==> src/hw/qba_defs.vh <==
// Purpose: Shared constants for the quad byte average unit
// Assumes: 8-bit byte address, 32-bit data port
// Notes: Offsets are byte addresses, one aligned word each
`ifndef QBA_DEFS_VH
`define QBA_DEFS_VH

// ==========================================================
// Register offsets
`define QBA_ADDR_W 8
`define QBA_OFS_DATA0 8'h00
`define QBA_OFS_DATA1 8'h04
`define QBA_OFS_DATA2 8'h08
`define QBA_OFS_DATA3 8'h0c
`define QBA_OFS_INDEX0 8'h10
`define QBA_OFS_INDEX1 8'h14
`define QBA_OFS_ARITH_STATUS 8'h18
`define QBA_OFS_COMMAND 8'h1c
`define QBA_OFS_RESULT 8'h20
`define QBA_OFS_STATUS 8'h24

// ==========================================================
// Command fields
`define QBA_CMD_HALFWORD 0
`define QBA_CMD_TRUNC 1
`define QBA_CMD_REVERSE 2
`define QBA_CMD_HIGH 3
`define QBA_CMD_PAIR0_LSB 4
`define QBA_CMD_PAIR1_LSB 6
`define QBA_CMD_W 8

// Pair codes; any other code names an unusable pair
`define QBA_PAIR_R10 2'h0
`define QBA_PAIR_R32 2'h1

// ==========================================================
// Status fields and reset values
`define QBA_STAT_DONE 0
`define QBA_STAT_BAD_PAIR 1
`define QBA_RND_MODE_BIT 0
`define QBA_RST_WORD 32'h0000_0000
`define QBA_RST_CMD 8'h00
`define QBA_ROUND_BYTE 9'h001
`define QBA_ROUND_HALF 10'h002

`endif

==> src/hw/qba_align.v <==
// Purpose: Pick a 32-bit window from a 64-bit register pair
// Assumes: Purely combinational
// Notes: Reverse swaps the two words before the window is taken
`default_nettype none

// ==========================================================
// Aligner
module qba_align (
	// Pair words
	input wire [31:0] lo_i,
	input wire [31:0] hi_i,
	// Selection
	input wire [1:0] align_i,
	input wire reverse_i,
	// Window
	output reg [31:0] win_o
);
	reg [63:0] cat;

	always @* begin
		cat = reverse_i ? {lo_i, hi_i} : {hi_i, lo_i};
		if (!reverse_i) cat = {hi_i, lo_i};
		case (align_i)
			2'h0: win_o = cat[31:0];
			2'h1: win_o = cat[39:8];
			2'h2: win_o = cat[47:16];
			2'h3: win_o = cat[55:24];
			default: win_o = cat[31:0];
		endcase
	end
endmodule // qba_align

`default_nettype wire

==> src/hw/qba_lanes.v <==
// Purpose: Byte and half-word averaging of two aligned words
// Assumes: Purely combinational, no state
// Notes: Rounding ignores any global rounding mode
`default_nettype none
`include "qba_defs.vh"

// ==========================================================
// Lane arithmetic
module qba_lanes (
	// Operands
	input wire [31:0] a_i,
	input wire [31:0] b_i,
	// Mode
	input wire halfword_i,
	input wire trunc_i,
	input wire high_i,
	// Result
	output reg [31:0] res_o
);
	// Unsigned widen keeps carries out of the lane
	function [7:0] avg2;
		input [7:0] x;
		input [7:0] y;
		input t;
		reg [8:0] s;
		begin
			s = {1'b0, x} + {1'b0, y} + (t ? 9'h000 : `QBA_ROUND_BYTE);
			avg2 = s[8:1];
		end
	endfunction

	function [7:0] avg4;
		input [15:0] x;
		input [15:0] y;
		input t;
		reg [9:0] s;
		begin
			s = {2'h0, x[7:0]} + {2'h0, x[15:8]} + {2'h0, y[7:0]} + {2'h0, y[15:8]}
				+ (t ? 10'h000 : `QBA_ROUND_HALF);
			avg4 = s[9:2];
		end
	endfunction

	reg [7:0] h0;
	reg [7:0] h1;

	always @* begin
		h0 = avg4(a_i[15:0], b_i[15:0], trunc_i);
		h1 = avg4(a_i[31:16], b_i[31:16], trunc_i);
		if (halfword_i) begin
			res_o = high_i ? {h1, 8'h00, h0, 8'h00} : {8'h00, h1, 8'h00, h0};
		end else begin
			res_o = {avg2(a_i[31:24], b_i[31:24], trunc_i), avg2(a_i[23:16], b_i[23:16], trunc_i),
				avg2(a_i[15:8], b_i[15:8], trunc_i), avg2(a_i[7:0], b_i[7:0], trunc_i)};
		end
	end
endmodule // qba_lanes

`default_nettype wire

==> src/hw/qba_top.v <==
// Purpose: Quad byte average unit with its operand registers
// Assumes: Single clock, synchronous active-high reset
// Notes: Writing the command word issues one operation
//
// Chosen here: the address map and the plain strobed port.
`default_nettype none
`include "qba_defs.vh"

// ==========================================================
// Top level
module qba_top (
	// Clock and reset
	input wire clk_i,
	input wire rst_i,
	// Register port
	input wire [`QBA_ADDR_W-1:0] addr_i,
	input wire [31:0] wdata_i,
	input wire wr_i,
	input wire rd_i,
	output reg [31:0] rdata_o,
	// Operation results
	output reg [31:0] result_o,
	output reg done_o,
	output reg bad_pair_o
);

	// ==========================================================
	// Software state
	reg [31:0] data0_q;
	reg [31:0] data1_q;
	reg [31:0] data2_q;
	reg [31:0] data3_q;
	reg [1:0] index0_q;
	reg [1:0] index1_q;
	reg rnd_mode_q;
	reg [`QBA_CMD_W-1:0] cmd_q;
	reg go_q;
	reg done_stat_q;

	wire wr_cmd;
	assign wr_cmd = wr_i && (addr_i == `QBA_OFS_COMMAND);

	// ==========================================================
	// Pair fetch
	// Returns {hi, lo}; unusable codes return zero
	function [63:0] fetch_pair;
		input [1:0] code;
		input [31:0] r0;
		input [31:0] r1;
		input [31:0] r2;
		input [31:0] r3;
		begin
			case (code)
				`QBA_PAIR_R10: fetch_pair = {r1, r0};
				`QBA_PAIR_R32: fetch_pair = {r3, r2};
				default: fetch_pair = 64'h0000_0000_0000_0000;
			endcase
		end
	endfunction

	function pair_ok;
		input [1:0] code;
		begin
			pair_ok = (code == `QBA_PAIR_R10) || (code == `QBA_PAIR_R32);
		end
	endfunction

	// ==========================================================
	// Command decode
	wire op_half;
	wire op_trunc;
	wire op_rev;
	wire op_high;
	wire [1:0] pair0_code;
	wire [1:0] pair1_code;
	wire pairs_ok;

	assign op_half = cmd_q[`QBA_CMD_HALFWORD];
	assign op_trunc = cmd_q[`QBA_CMD_TRUNC];
	assign op_rev = cmd_q[`QBA_CMD_REVERSE];
	assign op_high = cmd_q[`QBA_CMD_HIGH];
	assign pair0_code = cmd_q[`QBA_CMD_PAIR0_LSB+1:`QBA_CMD_PAIR0_LSB];
	assign pair1_code = cmd_q[`QBA_CMD_PAIR1_LSB+1:`QBA_CMD_PAIR1_LSB];
	assign pairs_ok = pair_ok(pair0_code) && pair_ok(pair1_code);

	// ==========================================================
	// Operand selection
	wire [63:0] pair0;
	wire [63:0] pair1;
	wire [1:0] align1;

	assign pair0 = fetch_pair(pair0_code, data0_q, data1_q, data2_q, data3_q);
	assign pair1 = fetch_pair(pair1_code, data0_q, data1_q, data2_q, data3_q);
	// Half-word form has a single alignment source
	assign align1 = op_half ? index0_q : index1_q;

	wire [31:0] win0;
	wire [31:0] win1;
	wire [31:0] avg_res;

	// Alignment from the pair itself, so loads stay word aligned
	qba_align u_align0 (
		.lo_i(pair0[31:0]),
		.hi_i(pair0[63:32]),
		.align_i(index0_q),
		.reverse_i(op_rev),
		.win_o(win0)
	);

	qba_align u_align1 (
		.lo_i(pair1[31:0]),
		.hi_i(pair1[63:32]),
		.align_i(align1),
		.reverse_i(op_rev),
		.win_o(win1)
	);

	// No global rounding mode reaches the lanes
	qba_lanes u_lanes (
		.a_i(win0),
		.b_i(win1),
		.halfword_i(op_half),
		.trunc_i(op_trunc),
		.high_i(op_high),
		.res_o(avg_res)
	);

	// ==========================================================
	// Register writes
	always @(posedge clk_i) begin
		if (rst_i) begin
			data0_q <= `QBA_RST_WORD;
			data1_q <= `QBA_RST_WORD;
			data2_q <= `QBA_RST_WORD;
			data3_q <= `QBA_RST_WORD;
			index0_q <= 2'h0;
			index1_q <= 2'h0;
			rnd_mode_q <= 1'b0;
			cmd_q <= `QBA_RST_CMD;
		end else if (wr_i) begin
			case (addr_i)
				`QBA_OFS_DATA0: data0_q <= wdata_i;
				`QBA_OFS_DATA1: data1_q <= wdata_i;
				`QBA_OFS_DATA2: data2_q <= wdata_i;
				`QBA_OFS_DATA3: data3_q <= wdata_i;
				`QBA_OFS_INDEX0: index0_q <= wdata_i[1:0];
				`QBA_OFS_INDEX1: index1_q <= wdata_i[1:0];
				// Stored for software only
				`QBA_OFS_ARITH_STATUS: rnd_mode_q <= wdata_i[`QBA_RND_MODE_BIT];
				`QBA_OFS_COMMAND: cmd_q <= wdata_i[`QBA_CMD_W-1:0];
				default: cmd_q <= cmd_q;
			endcase
		end
	end

	// ==========================================================
	// Issue and completion
	// One command per cycle accepted, never a busy wait
	always @(posedge clk_i) begin
		if (rst_i) begin
			go_q <= 1'b0;
		end else begin
			go_q <= wr_cmd;
		end
	end

	// A completion in the same cycle as a new command write wins the done flag
	always @(posedge clk_i) begin
		if (rst_i) begin
			result_o <= `QBA_RST_WORD;
			done_o <= 1'b0;
			done_stat_q <= 1'b0;
			bad_pair_o <= 1'b0;
		end else begin
			done_o <= go_q;
			if (go_q) begin
				done_stat_q <= 1'b1;
				bad_pair_o <= ~pairs_ok;
				// A bad pair leaves the previous result in place
				if (pairs_ok) begin
					result_o <= avg_res;
				end
			end else if (wr_cmd) begin
				done_stat_q <= 1'b0;
			end
		end
	end

	// ==========================================================
	// Read port
	reg [31:0] rd_mux;

	always @* begin
		case (addr_i)
			`QBA_OFS_DATA0: rd_mux = data0_q;
			`QBA_OFS_DATA1: rd_mux = data1_q;
			`QBA_OFS_DATA2: rd_mux = data2_q;
			`QBA_OFS_DATA3: rd_mux = data3_q;
			`QBA_OFS_INDEX0: rd_mux = {30'h0, index0_q};
			`QBA_OFS_INDEX1: rd_mux = {30'h0, index1_q};
			`QBA_OFS_ARITH_STATUS: rd_mux = {31'h0, rnd_mode_q};
			`QBA_OFS_COMMAND: rd_mux = {24'h0, cmd_q};
			`QBA_OFS_RESULT: rd_mux = result_o;
			`QBA_OFS_STATUS: rd_mux = {30'h0, bad_pair_o, done_stat_q};
			default: rd_mux = 32'h0000_0000;
		endcase
	end

	// Data valid only in the cycle after the strobe
	always @(posedge clk_i) begin
		if (rst_i) begin
			rdata_o <= `QBA_RST_WORD;
		end else if (rd_i) begin
			rdata_o <= rd_mux;
		end else begin
			rdata_o <= 32'h0000_0000;
		end
	end

endmodule // qba_top

`default_nettype wire

==> config.mk <==
export PLATFORM = sky130hd
export DESIGN_NAME = qba_top
export DESIGN_NICKNAME = d
export VERILOG_FILES = /design/src/hw/qba_align.v /design/src/hw/qba_lanes.v /design/src/hw/qba_top.v
export VERILOG_INCLUDE_DIRS = /design/src /design/src/hw
export SDC_FILE = /design/constraint.sdc
export NUM_CORES = 1
export LEC_CHECK = 0
export BUFFER_PORTS_ARGS = -buffer_cell sky130_fd_sc_hd__buf_4
export CORE_UTILIZATION = 41
export CTS_CLUSTER_DIAMETER = 60
export DETAILED_ROUTE_END_ITERATION = 6
export GPL_TIMING_DRIVEN = 0
export PLACE_DENSITY = 0.6
export SYNTH_ARGS = -nofsm -noshare
export SYNTH_HDL_FRONTEND = slang
export SYNTH_SLANG_ARGS = --single-unit
==> constraint.sdc <==
create_clock -name clk_i -period 5.8 [get_ports clk_i]
set_input_delay 1.45 -clock clk_i [delete_from_list [all_inputs] [get_ports clk_i]]
set_output_delay 1.45 -clock clk_i [all_outputs]
set_load 0.05 [all_outputs]
==> metrics.md <==
| Metric | Value |
|---|---|
| CP endpoint kind | `flop` |
| CP startpoint kind | `flop` |
| Root Driver | `clkbuf_16` |
| Vias | `15980` |
| Actual slew at the worst max-slew pin | `1260 ps` |
| CTS tree | `yes` |
| # setup viols final | `0` |
| Ys flop type | `dfxtp_1` |
| Row cnt | `70` |
| Clock sinks | `209` |
| CP max FO | `10` |
| Rel. slew slack | `15.99%` |
| Largest net degree at the start of global routing | `14` |
| Initial DRC Count | `1635` |
| Max_cap viols | `0` |
| Critical path type | `reg2reg` |
| CP Data Required Time | `6200 ps` |
| Top-area cell type share of the netlist area | `27.18%` |
| Avg Cell Area, Syn | `8.140 µm²` |
| Cells after Synth | `1891` |
| Final core utilization | `48.85%` |
| IO Count | `110` |
| Initial antenna violation count | `2` |
| Total global-route track usage | `37.36%` |
| DRC Markers | `0` |
| H-tree levels | `1` |
| Clk slew on worst S/H paths | `60 ps` |
| # fillers | `3652` |
| Vias in the first global route | `15220` |
| Mapped Area | `15390 µm²` |
| Crit path arrival time | `6060 ps` |
| Hpwl dp | `58.46 mm` |
| Maximum clock insertion buffer count | `3` |
| CTS Hold Bufs | `0` |
| Final Hold Viols | `0` |
| WL per Instance | `28.87 µm` |
| Fmax | `176.7 MHz` |
| Nets@finish | `2160` |
| Final period utilization | `97.56%` |
| Top-count cell post-synth | `nand2_1` |
| RSZ-0062 raised after global routing | `true` |
| Vias per std cell | `6.343` |
| Peak VDD IR | `169.1 µV` |
| Post-synth EDFFs | `0` |
| Asr flop ratio synth | `0%` |
| Post-Syn Nets | `2021` |
| Latest clock arrival within the worst-skew pair | `580 ps` |
| Post-synth top cells | `nand2_1, a21oi_1, dfxtp_1` |
| Clk_skew | `26.50 ps` |
| Pleak | `6.684 nW` |
| PortBufs | `106` |
| Initial core utilization | `41.84%` |
| Share of cells above drive strength 1 | `17.86%` |
| Flops & latches, synth | `209` |
| Ys Warns | `0` |
| DRT Wirelength | `72.73 mm` |
| Worst min path class | `reg2reg` |
| Tmin final | `5658 ps` |
| Chip width | `195.8 µm` |
| Synth-to-Final Area Change | `16.75%` |
| Ranking of synthesized cells by area | `dfxtp_1, nand2_1, a21oi_1, mux4_2, mux2i_1` |
| Gr ovfl total | `0` |
| Yosys top cell by area | `dfxtp_1` |
| Total die area | `38320 µm²` |
| Sequential element share of the synthesized area | `27.18%` |
| First-pass GRT wire length | `103.8 mm` |
| Die H | `195.8 µm` |
| Cts bufs inserted | `25` |
| Global placer's final weighted congestion | `1.067` |
| Status | `finished, final reports clean` |
| Pins Over Slew Limit | `0` |
| DRT antenna net count | `0` |
| Pre-antenna DRT Iters | `7` |
| Library cells used by synthesis | `76` |
| TNS Setup | `0 ps` |
| Core area | `36790 µm²` |
| Power density cells | `179.0 nW/µm²` |
==> power breakdown <==
part / total [mW] / internal (mW) / switching (mW) / leakage, nW
registers: 1.44 / 1.44 / 0.00241 / 1.68
logic: 0.120 / 0.0352 / 0.0845 / 4.58
clock network: 1.66 / 0.980 / 0.678 / 0.424
total: 3.22 / 2.45 / 0.765 / 6.68
==> final timing paths <==
check / slack, ps / cells past startpoint / startpoint / to
min reg2reg: 480 / 2 / data3_q[24] / data3_q[24]
max reg2reg: 140 / 16 / cmd_q[7] / result_o[4]
max: 140 / 16 / cmd_q[7] / result_o[4]
min: 480 / 2 / data3_q[24] / data3_q[24]
==> stage by stage <==
| stage | area (µm²) | total power, mW | hold WS, ps | std cells | worst slack (ps) |
|---|---|---|---|---|---|
| CTS | 17850 | 3.233 | 472.7 | 2518 | 9.204 |
| global route | 17970 | 3.291 | 493.7 | 2517 | -29.67 |
| finish | 17970 | 3.217 | 483.9 | 2519 | 141.8 |
| global placement | 16770 | 1.585 | 451.6 | 2465 | -1447 |
| detailed placement | 16800 | 1.586 | 464.6 | 2466 | -1481 |
| floorplan | 15390 | 1.515 | 435.9 | 1891 | 2.813 |
==> per-layer routing <==
metal	share of wire, %	GRT usage, %	vias up
met3	10	9.146	167
met2	44	59.05	887
li1	-	-	7130
met4	4.7	15.57	0
met1	41	48.67	7794
met5	0	0	-
==> cells in the final DEF (no fill, tap or decap), types with 11 or more instances in the layout <==
master	n
inv_1	27
a21oi_1	252
o21bai_1	11
clkbuf_1	95
a22oi_1	55
ha_1	65
fa_1	20
or3_1	12
a221oi_1	12
nand2_1	369
o21ai_0	43
nor2_1	131
xnor2_1	29
clkbuf_16	25
mux2_2	71
mux2i_1	90
a22o_1	11
nor3_1	51
a21oi_2	11
nor2b_1	15
a21o_1	23
buf_2	15
mux4_2	54
buf_4	123
nand3_1	23
a31oi_1	14
o31ai_1	12
dfxtp_1	207
==> registers in the layout (all words and copies together), names as in the netlist <==
name and cells:
data3_q 32, bad_pair_o 1, done_o 1, rdata_o 32, cmd_q 8, data2_q 32, index0_q 2, data0_q 32
result_o 32, go_q 1, rnd_mode_q 1, data1_q 32, index1_q 2, done_stat_q 1
==> logic make-up after synthesis <==
logic type	synth area share (%)
and+or+nand+nor	17.32
AOI/OAI and AO/OA	21.17
muxes	19.64
DFF	27.18
buffers and inverters	4.560
adders and majority gates	7.966
xor gates and xnor gates	2.162
==> final cells by class <==
class                   count  area, µm²  area share, %
plain buffers             144      708.2          3.941
well taps                 468      585.6          3.258
inverters                  28      105.1         0.5848
clock inverters             9      123.9         0.6893
repair buffers            117      882.1          4.908
diodes                      2      5.005        0.02785
flip-flops and latches    209       4187          23.30
multi-input cells        1505      10630          59.17
clock buffers              37      740.7          4.122
==> worst max-delay path: stages (launching register included) <==
cell and delay [ps]:
dfxtp_1 310, clkbuf_1 540, clkbuf_1 420, clkbuf_1 470, clkbuf_2 410, nor3_1 90
o21ai_0 350, o221ai_1 410, fa_1 590, ha_1 350, and3_1 220, a311oi_2 400
o21ai_2 110, xnor2_1 280, o21ai_0 290, nand2_1 170, o41ai_1 80
==> repair_timing <==
item	CTS	global route
setup buffers	8	2
setup endpoints to repair	32	19
gates resized for setup	61	44
pin swaps	0	2
(Power assumes the default switching activity.)
